<file path="config.mk">
export PLATFORM = sky130hd
export DESIGN_NAME = plsp_top
export DESIGN_NICKNAME = d
export VERILOG_FILES = /design/src/rtl/plsp_pkg.sv /design/src/rtl/plsp_top.sv
export SDC_FILE = /design/constraint.sdc
export NUM_CORES = 1
export LEC_CHECK = 0
export ABC_AREA = 1
export BUFFER_PORTS_ARGS = -buffer_cell sky130_fd_sc_hd__buf_2
export CAP_MARGIN = 20
export CORE_UTILIZATION = 40
export DETAILED_ROUTE_END_ITERATION = 7
export GPL_TIMING_DRIVEN = 0
export PLACE_DENSITY_LB_ADDON = 0.2
export SYNTH_ARGS = -nofsm -noshare
export SYNTH_HDL_FRONTEND = slang
export SYNTH_SLANG_ARGS = --single-unit
</file>
<file path="constraint.sdc">
create_clock -name CLK -period 3.8 [get_ports CLK]
set_input_delay 0.38 -clock CLK [delete_from_list [all_inputs] [get_ports CLK]]
set_output_delay 0.38 -clock CLK [all_outputs]
set_load 0.05 [all_outputs]
</file>
<file path="src/rtl/plsp_pkg.sv">
// Package for the parallel LED and strap pin block.
// Assumes one 50 MHz core clock and a synchronous active-low reset.
package plsp_pkg;
    localparam int unsigned CLK_HZ = 50000000;
    localparam int unsigned N_LED = 15;
    // Bit positions of each indicator on the led vectors
    localparam int unsigned P7_A = 0;
    localparam int unsigned P7_B = 1;
    localparam int unsigned P7_C = 2;
    localparam int unsigned P7_D = 3;
    localparam int unsigned P6_A = 4;
    localparam int unsigned P6_B = 5;
    localparam int unsigned P6_C = 6;
    localparam int unsigned P6_D = 7;
    localparam int unsigned P5_A = 8;
    localparam int unsigned P5_B = 9;
    localparam int unsigned P5_C = 10;
    localparam int unsigned P5_D = 11;
    localparam int unsigned P4_A = 12;
    localparam int unsigned P4_B = 13;
    localparam int unsigned P4_C = 14;
    // 1 marks an active-high dedicated pin; strap pins are overridden
    localparam logic [14:0] LED_HIGH_MASK = 15'h0084;
    // 1 marks a pin shared with a strap
    localparam logic [14:0] STRAP_MASK = 15'h4c08;
    // Strap defaults before the first sample, matching internal pull-downs
    localparam logic STRAP_RST = 1'h0;
    localparam logic [1:0] EE_RST = 2'h0;

    typedef struct packed {
        logic low_power;
        logic [1:0] eeprom_type;
        logic loop_detect;
    } plsp_strap_t;

    typedef enum logic [1:0] {
        PLSP_SAMPLE = 2'b01,
        PLSP_RUN = 2'b10
    } plsp_state_t;
endpackage : plsp_pkg

</file>
<file path="src/rtl/plsp_top.sv">
// Parallel LED outputs for ports 7..4 with shared reset straps.
// Assumes LED status from the same clock; board pulls on strap pins pass two sync stages.
`timescale 1ns/100ps
module plsp_top (
    input wire logic CLK,
    input wire logic RST_N,
    input wire logic [14:0] LED_ON,
    input wire logic [14:0] PIN_IN,
    output plsp_pkg::plsp_strap_t STRAPS,
    output logic [14:0] PIN_OUT,
    output logic [14:0] PIN_OE_N
);
    import plsp_pkg::*;

    logic [14:0] sync1_r;
    logic [14:0] sync2_r;
    plsp_state_t state_r, state_nxt;
    plsp_strap_t strap_r, strap_nxt;
    logic [14:0] pol_r, pol_nxt;
    logic [14:0] out_r, out_nxt;
    logic [14:0] oe_n_r, oe_n_nxt;

    // Straps come from board pulls, so two stages before use
    always_ff @(posedge CLK) begin
        sync1_r <= PIN_IN;
        sync2_r <= sync1_r;
    end

    always_comb begin
        state_nxt = state_r;
        strap_nxt = strap_r;
        pol_nxt = pol_r;
        if (state_r == PLSP_SAMPLE) begin
            // First cycle after release catches the settled strap level
            strap_nxt.low_power = sync2_r[P7_D];
            strap_nxt.eeprom_type = {sync2_r[P5_D], sync2_r[P5_C]};
            strap_nxt.loop_detect = sync2_r[P4_C];
            // Opposite of strap so the pull keeps the LED dark
            pol_nxt = (LED_HIGH_MASK & ~STRAP_MASK) | (STRAP_MASK & ~sync2_r);
            state_nxt = PLSP_RUN;
        end
    end

    always_comb begin
        out_nxt = out_r;
        oe_n_nxt = oe_n_r;
        case (state_r)
            PLSP_SAMPLE: begin
                // Strap pins stay released while sampling
                out_nxt = ~LED_HIGH_MASK & ~STRAP_MASK;
                oe_n_nxt = STRAP_MASK;
            end
            PLSP_RUN: begin
                // Active-high polarity bit drives the on level directly
                out_nxt = ~(LED_ON ^ pol_r);
                oe_n_nxt = 15'h0000;
            end
            default: begin
                out_nxt = out_r;
                oe_n_nxt = oe_n_r;
            end
        endcase
    end

    always_ff @(posedge CLK) begin
        if (!RST_N) begin
            state_r <= PLSP_SAMPLE;
            strap_r <= {STRAP_RST, EE_RST, STRAP_RST};
            pol_r <= LED_HIGH_MASK & ~STRAP_MASK;
            out_r <= ~LED_HIGH_MASK & ~STRAP_MASK;
            oe_n_r <= STRAP_MASK;
        end else begin
            state_r <= state_nxt;
            strap_r <= strap_nxt;
            pol_r <= pol_nxt;
            out_r <= out_nxt;
            oe_n_r <= oe_n_nxt;
        end
    end

    assign STRAPS = strap_r;
    assign PIN_OUT = out_r;
    assign PIN_OE_N = oe_n_r;

    property p_dedicated_pol;
        @(posedge CLK) disable iff (!RST_N)
        (state_r == PLSP_RUN) |=> (PIN_OUT[P7_C] == $past(LED_ON[P7_C]))
            && (PIN_OUT[P7_A] == !$past(LED_ON[P7_A]));
    endproperty
    a_dedicated_pol: assert property (p_dedicated_pol) else $error("port 7 polarity wrong");

    property p_port6_pol;
        @(posedge CLK) disable iff (!RST_N)
        (state_r == PLSP_RUN) |=> (PIN_OUT[P6_D] == $past(LED_ON[P6_D]))
            && (PIN_OUT[P6_C] == !$past(LED_ON[P6_C]));
    endproperty
    a_port6_pol: assert property (p_port6_pol) else $error("port 6 polarity wrong");

    property p_port54_pol;
        @(posedge CLK) disable iff (!RST_N)
        (state_r == PLSP_RUN) |=> (PIN_OUT[P5_B] == !$past(LED_ON[P5_B]))
            && (PIN_OUT[P4_A] == !$past(LED_ON[P4_A]));
    endproperty
    a_port54_pol: assert property (p_port54_pol) else $error("port 5/4 polarity wrong");

    property p_shared_pol;
        @(posedge CLK) disable iff (!RST_N)
        (state_r == PLSP_RUN) |=> (PIN_OUT[P4_C] == ($past(LED_ON[P4_C]) ^ strap_r.loop_detect));
    endproperty
    a_shared_pol: assert property (p_shared_pol) else $error("shared LED polarity wrong");

    property p_sample;
        @(posedge CLK) disable iff (!RST_N)
        (state_r == PLSP_SAMPLE) |=> (strap_r.low_power == $past(sync2_r[P7_D]))
            && (strap_r.loop_detect == $past(sync2_r[P4_C]));
    endproperty
    a_sample: assert property (p_sample) else $error("strap not sampled");

    property p_eeprom;
        @(posedge CLK) disable iff (!RST_N)
        (state_r == PLSP_SAMPLE) |=> (strap_r.eeprom_type == {$past(sync2_r[P5_D]), $past(sync2_r[P5_C])});
    endproperty
    a_eeprom: assert property (p_eeprom) else $error("eeprom strap wrong");

    property p_hold;
        @(posedge CLK) disable iff (!RST_N)
        (state_r == PLSP_RUN) |=> $stable(strap_r) && $stable(pol_r);
    endproperty
    a_hold: assert property (p_hold) else $error("strap changed after reset");

    property p_release;
        @(posedge CLK) disable iff (!RST_N)
        (state_r == PLSP_SAMPLE) |=> ##1 (PIN_OE_N == 15'h0000);
    endproperty
    a_release: assert property (p_release) else $error("shared pins not driven");

    property p_fixed;
        @(posedge CLK) disable iff (!RST_N)
        (state_r == PLSP_RUN) |-> (pol_r[P5_C] == !strap_r.eeprom_type[0]);
    endproperty
    a_fixed: assert property (p_fixed) else $error("polarity not fixed at reset");

    // Dedicated pins lag LED status by one cycle, the output register
    property p_port7_low;
        @(posedge CLK) disable iff (!RST_N)
        (state_r == PLSP_RUN) |=> (PIN_OUT[P7_B] == !$past(LED_ON[P7_B]));
    endproperty
    a_port7_low: assert property (p_port7_low) else $error("port 7 b not active low");

    property p_port6_low;
        @(posedge CLK) disable iff (!RST_N)
        (state_r == PLSP_RUN) |=> (PIN_OUT[P6_A] == !$past(LED_ON[P6_A]))
            && (PIN_OUT[P6_B] == !$past(LED_ON[P6_B]));
    endproperty
    a_port6_low: assert property (p_port6_low) else $error("port 6 a/b not low");

    property p_port5_low;
        @(posedge CLK) disable iff (!RST_N)
        (state_r == PLSP_RUN) |=> (PIN_OUT[P5_A] == !$past(LED_ON[P5_A]));
    endproperty
    a_port5_low: assert property (p_port5_low) else $error("port 5 a not active low");

    property p_port4_low;
        @(posedge CLK) disable iff (!RST_N)
        (state_r == PLSP_RUN) |=> (PIN_OUT[P4_B] == !$past(LED_ON[P4_B]));
    endproperty
    a_port4_low: assert property (p_port4_low) else $error("port 4 b not active low");

    property p_loop_sample;
        @(posedge CLK) disable iff (!RST_N)
        (state_r == PLSP_SAMPLE) |=> (strap_r.loop_detect == $past(sync2_r[P4_C]));
    endproperty
    a_loop_sample: assert property (p_loop_sample) else $error("loop strap missed");

    // Shared pins invert only when the strap was pulled high
    property p_shared_p7;
        @(posedge CLK) disable iff (!RST_N)
        (state_r == PLSP_RUN) |=> (PIN_OUT[P7_D] == ($past(LED_ON[P7_D]) ^ strap_r.low_power));
    endproperty
    a_shared_p7: assert property (p_shared_p7) else $error("port 7 d polarity");

    property p_shared_p5;
        @(posedge CLK) disable iff (!RST_N)
        (state_r == PLSP_RUN) |=>
            (PIN_OUT[P5_C] == ($past(LED_ON[P5_C]) ^ strap_r.eeprom_type[0]))
            && (PIN_OUT[P5_D] == ($past(LED_ON[P5_D]) ^ strap_r.eeprom_type[1]));
    endproperty
    a_shared_p5: assert property (p_shared_p5) else $error("port 5 c/d polarity");

    property p_hold_off;
        @(posedge CLK) disable iff (!RST_N)
        (state_r == PLSP_SAMPLE) |-> (PIN_OE_N == STRAP_MASK);
    endproperty
    a_hold_off: assert property (p_hold_off) else $error("strap pins not released");

    property p_stay_run;
        @(posedge CLK) disable iff (!RST_N)
        (state_r == PLSP_RUN) |=> (state_r == PLSP_RUN);
    endproperty
    a_stay_run: assert property (p_stay_run) else $error("left run state");

    property p_shared_fixed;
        @(posedge CLK) disable iff (!RST_N)
        (state_r == PLSP_RUN) |-> (pol_r[P7_D] == !strap_r.low_power)
            && (pol_r[P4_C] == !strap_r.loop_detect);
    endproperty
    a_shared_fixed: assert property (p_shared_fixed) else $error("polarity not held");

    property p_drive_hold;
        @(posedge CLK) disable iff (!RST_N)
        (state_r == PLSP_RUN) |=> (PIN_OE_N == 15'h0000);
    endproperty
    a_drive_hold: assert property (p_drive_hold) else $error("shared pins released");
endmodule : plsp_top

</file>
**Word-level counts from Yosys, hierarchy flattened**

Index checks and enable logic that the tools add are counted.

- Equality and inequality tests: 2
- Muxes and demuxes: 2
- Bitwise logic cells: 3
- Reductions and logical operators: 1

Operators by type and width:

| kind | count |
|---|---|
| one-hot mux 15 bit (2 select lines) | 2 |
| inverter 15 bit | 2 |
| XOR 15 bit | 1 |
| equality test 2 x 1 -> 1 bit, second input constant | 1 |
| equality test 2 bit, second input constant | 1 |
| nonzero test 2 bit | 1 |

- Register bits after elaboration: 70
- Input port bits: 32
- Output and inout port bits: 34
- Word-level logic and storage cells: 17

**Depth between registers and ports, before layout**

- Depth in word-level cells: 3
- Mapped depth: 8
- Mapped depth without buffers: 7

**Worst setup path before layout**

No wires, ideal clock.

- Path type: register to output
- Start: register, netlist name PIN_OE_N[11]
- End: output PIN_OE_N[10]
- Arrival: 953 ps
- Path slack: 2,467 ps
- Stages on the path, launching flop included: 2
- Buffers on the path: 1
- Cells stage by stage: dfxtp_1 -> buf_4

RTL lines:

| item | RTL line | RTL |
|---|---|---|
| to (decl) | plsp_top.sv:11 | `output logic [14:0] PIN_OE_N` |

==> summary.txt <==
Synth
  • Seq/Total Area, Yosys: 0.516
  • Avg Cell Area, Syn: between 8 and 9 um^2
  • Post-synth top area cell: dfxtp_1
  • Synth warn: 0
  • Synth cell types: 16
  • Synth Cell Area: 1320 um^2
  • Top cell type's share of synthesized area: 0.516
  • Cells after synthesis: 150
  • Synth Register Bits: 34
  • Top post-synthesis cells by area: dfxtp_1, nand2_1, buf_4, o21ai_0, a21oi_1

Placed design
  • Gpl congestion: between 0.7 and 0.8
  • Port bufs: 42
  • DPL Wire Length: ~1.8 mm
  • Post-Place Cells: 246

Setup path
  • Flop2flop setup slack: 2.36 ns
  • Critical path arrival: 1.11 ns
  • Maximum fanout along the worst path: 5
  • FF-to-FF End: PIN_OUT[5]$_SDFFE_PN1P_
  • CP required: ~3.4 ns
  • Worst Setup Start Kind: flop
  • Crit path kind: reg2out
  • R2R Path Start: state_r[0]$_SDFFE_PN1N_
  • Worst reg-to-reg path cell count: 8
  • Worst setup EP type: output pin

Timing
  • Setup violators final: 0
  • Final hold vios: 0
  • Peak Freq: 672 MHz
  • Final period util: 0.392
  • Max-slew violations: 0
  • RSZ-0062 raised after global routing: false
  • Clock Skews: 0.00436 ns
  • Setup TNS: 0 ns
  • Fin crit period: 1.49 ns

Route
  • Post-Route WL: 2.39 mm
  • First-pass DRT Iterations: 2
  • Avg WL per Cell: 9.40 um
  • Initial detailed-routing violation count: 25
  • DRC viols: 0
  • Vias per std cell: roughly 4.2
  • Antenna viol nets, final: 0
  • Vias: 1066

Cells and area
  • Final core occ: 0.544
  • Share of layout cells above drive strength 1: 0.390
  • Ant diodes: 0
  • Fin nets: 244
  • Final std cells w/o fill: 254
  • Fill cells: 331
  • Area grow syn2layout: 27.8%

Global route
  • Met2 usage: 0.254
  • First-pass GRT wire length: 3.87 mm
  • Largest net degree at the start of global routing: 12
  • Met3 usage: 0.0633
  • Vias in the first global route: 917
  • Total gr overflow: 0
  • GRT Max-Usage Layer: met2
  • GRT Total Usage: 0.154
  • Initial antenna violation count: 0
  • Met1 GRT Util: 0.171

Floorplan
  • Core box area: ~3100 um^2
  • Ports: 66
  • Initial Util: 0.425
  • Die outline height: ~60 um
  • Num rows: 20
  • Die span in x: about 60 um
  • Die area: 3530 um^2

Power
  • Pwr dens: 494 nW/um^2
  • Largest vdd supply drop: 289 uV
  • Pleak: approximately 0.81 nW

Hold path
  • WHS Path Cells: 1
  • HP Start: PIN_IN[3]
  • Worst Hold Class: in2reg
  • WHS Endpoint: sync1_r[3]$_DFF_P_

CTS
  • Clock tree buffer depth: 2
  • Htree depth: 2
  • Clock Sinks: 34
  • CTS buffer count: 5
  • Root Driver: clkbuf_4
  • CTS clk-pin slew, worst paths: 0.11 ns
  • Worst skew pair latency: 0.34 ns
  • Post-CTS resize count: 0
  • TritonCTS clock tree: built
  • Post-CTS Setup Inserts: 0
  • Post-CTS Hold Fix Bufs: 0

Job
  • Max-cap violation count: 0

Status
  • Status: finished, final reports clean
==> cell usage in the layout (no fill, tap or decap), drive strengths merged <==
cell type / n
buf: 61
nand2: 41
dfxtp: 34
a21oi: 15
inv: 14
o21ai: 13
conb: 11
clkbuf: 6
nor2: 5
nand3: 4
ha: 3
or2: 1
clkinv: 1
clkinvlp: 1
==> cells in the mapped netlist <==
cell type	count
dfxtp_1	34
nor2_8	1
conb_1	1
nand3_2	4
nand2_1	41
buf_2	2
inv_1	12
inv_2	2
a21oi_1	10
buf_6	3
nor2_1	4
ha_1	3
buf_4	14
or2_4	1
a21oi_2	5
o21ai_0	13
==> worst max-delay path, cell delays in order, from the launching register on <==
cell,delay (ns)
dfxtp_1,0.40
buf_4,0.12
buf_2,0.25
==> per-stage QoR <==
step                hold slack [ns]  power (mW)  area (um^2)  worst slack [ns]
finish                        0.134       0.834         1690              2.31
floorplan                     0.310       0.586         1360              2.47
CTS                           0.120       0.843         1690              2.29
global route                  0.103       0.880         1690              2.21
global placement              0.310       0.626         1620              2.40
detailed placement            0.312       0.631         1620              2.36
==> layer usage <==
| metal | up-vias | part of all wire | wire, um |
|---|---|---|---|
| met4 | 0 | 0.019 | 46 |
| li1 | 561 | - | - |
| met5 | - | 0 | 0 |
| met2 | 36 | 0.47 | 1120 |
| met3 | 6 | 0.079 | 188 |
| met1 | 463 | 0.43 | 1030 |
==> cell type report <==
cell class | count | area (um^2) | share of cell area
multi-input cells | 93 | 475 | 0.282
flip-flops and latches | 34 | 681 | 0.404
clock buffers | 6 | 51.3 | 0.0304
repair buffers | 42 | 210 | 0.125
plain buffers | 19 | 149 | 0.0883
clock inverters | 2 | 12.5 | 0.00742
inverters | 14 | 52.6 | 0.0312
well taps | 44 | 55.1 | 0.0326
==> report_power, final <==
part	internal, mW	leakage, nW	switching (mW)
Clock	0.0889	0.0343	0.123
Sequential	0.382	0.281	0.0127
Combinational	0.0672	0.494	0.159
Total	0.538	0.809	0.295
==> cells by family (layout without fill, tap and decap cells) <==
logic type                 after synthesis  count (layout)  synth area share
and+or+nand+nor                         51              51             0.180
DFF                                     34              34             0.516
buffers and inverters                   33              83             0.153
AOI/OAI and AO/OA                       28              28             0.120
adders and majority gates                3               3            0.0284
other                                    1              11           0.00284
==> flip-flops by register name (all words and copies together), names as in the netlist <==
| signal | flops |
|---|---|
| PIN_OE_N | 1 |
| PIN_OUT | 15 |
| STRAPS | 4 |
| pol_r | 4 |
| state_r | 2 |
| sync1_r | 4 |
| sync2_r | 4 |
==> worst max path at each step <==
stage / from / depth (start not counted) / endpoint
after floorplan: PIN_OE_N[11]$_SDFFE_PN1P_ / 1 / PIN_OE_N[10]
after CTS: PIN_OE_N[11]$_SDFFE_PN1P_ / 2 / PIN_OE_N[14]
final: PIN_OE_N[11]$_SDFFE_PN1P_ / 2 / PIN_OE_N[14]
after detailed placement: state_r[0]$_SDFFE_PN1N_ / 8 / PIN_OUT[5]$_SDFFE_PN1P_
after global routing: state_r[0]$_SDFFE_PN1N_ / 8 / PIN_OUT[5]$_SDFFE_PN1P_
after global placement: state_r[0]$_SDFFE_PN1N_ / 8 / PIN_OUT[12]$_SDFFE_PN1P_
Power figures use the tool's default switching activity.
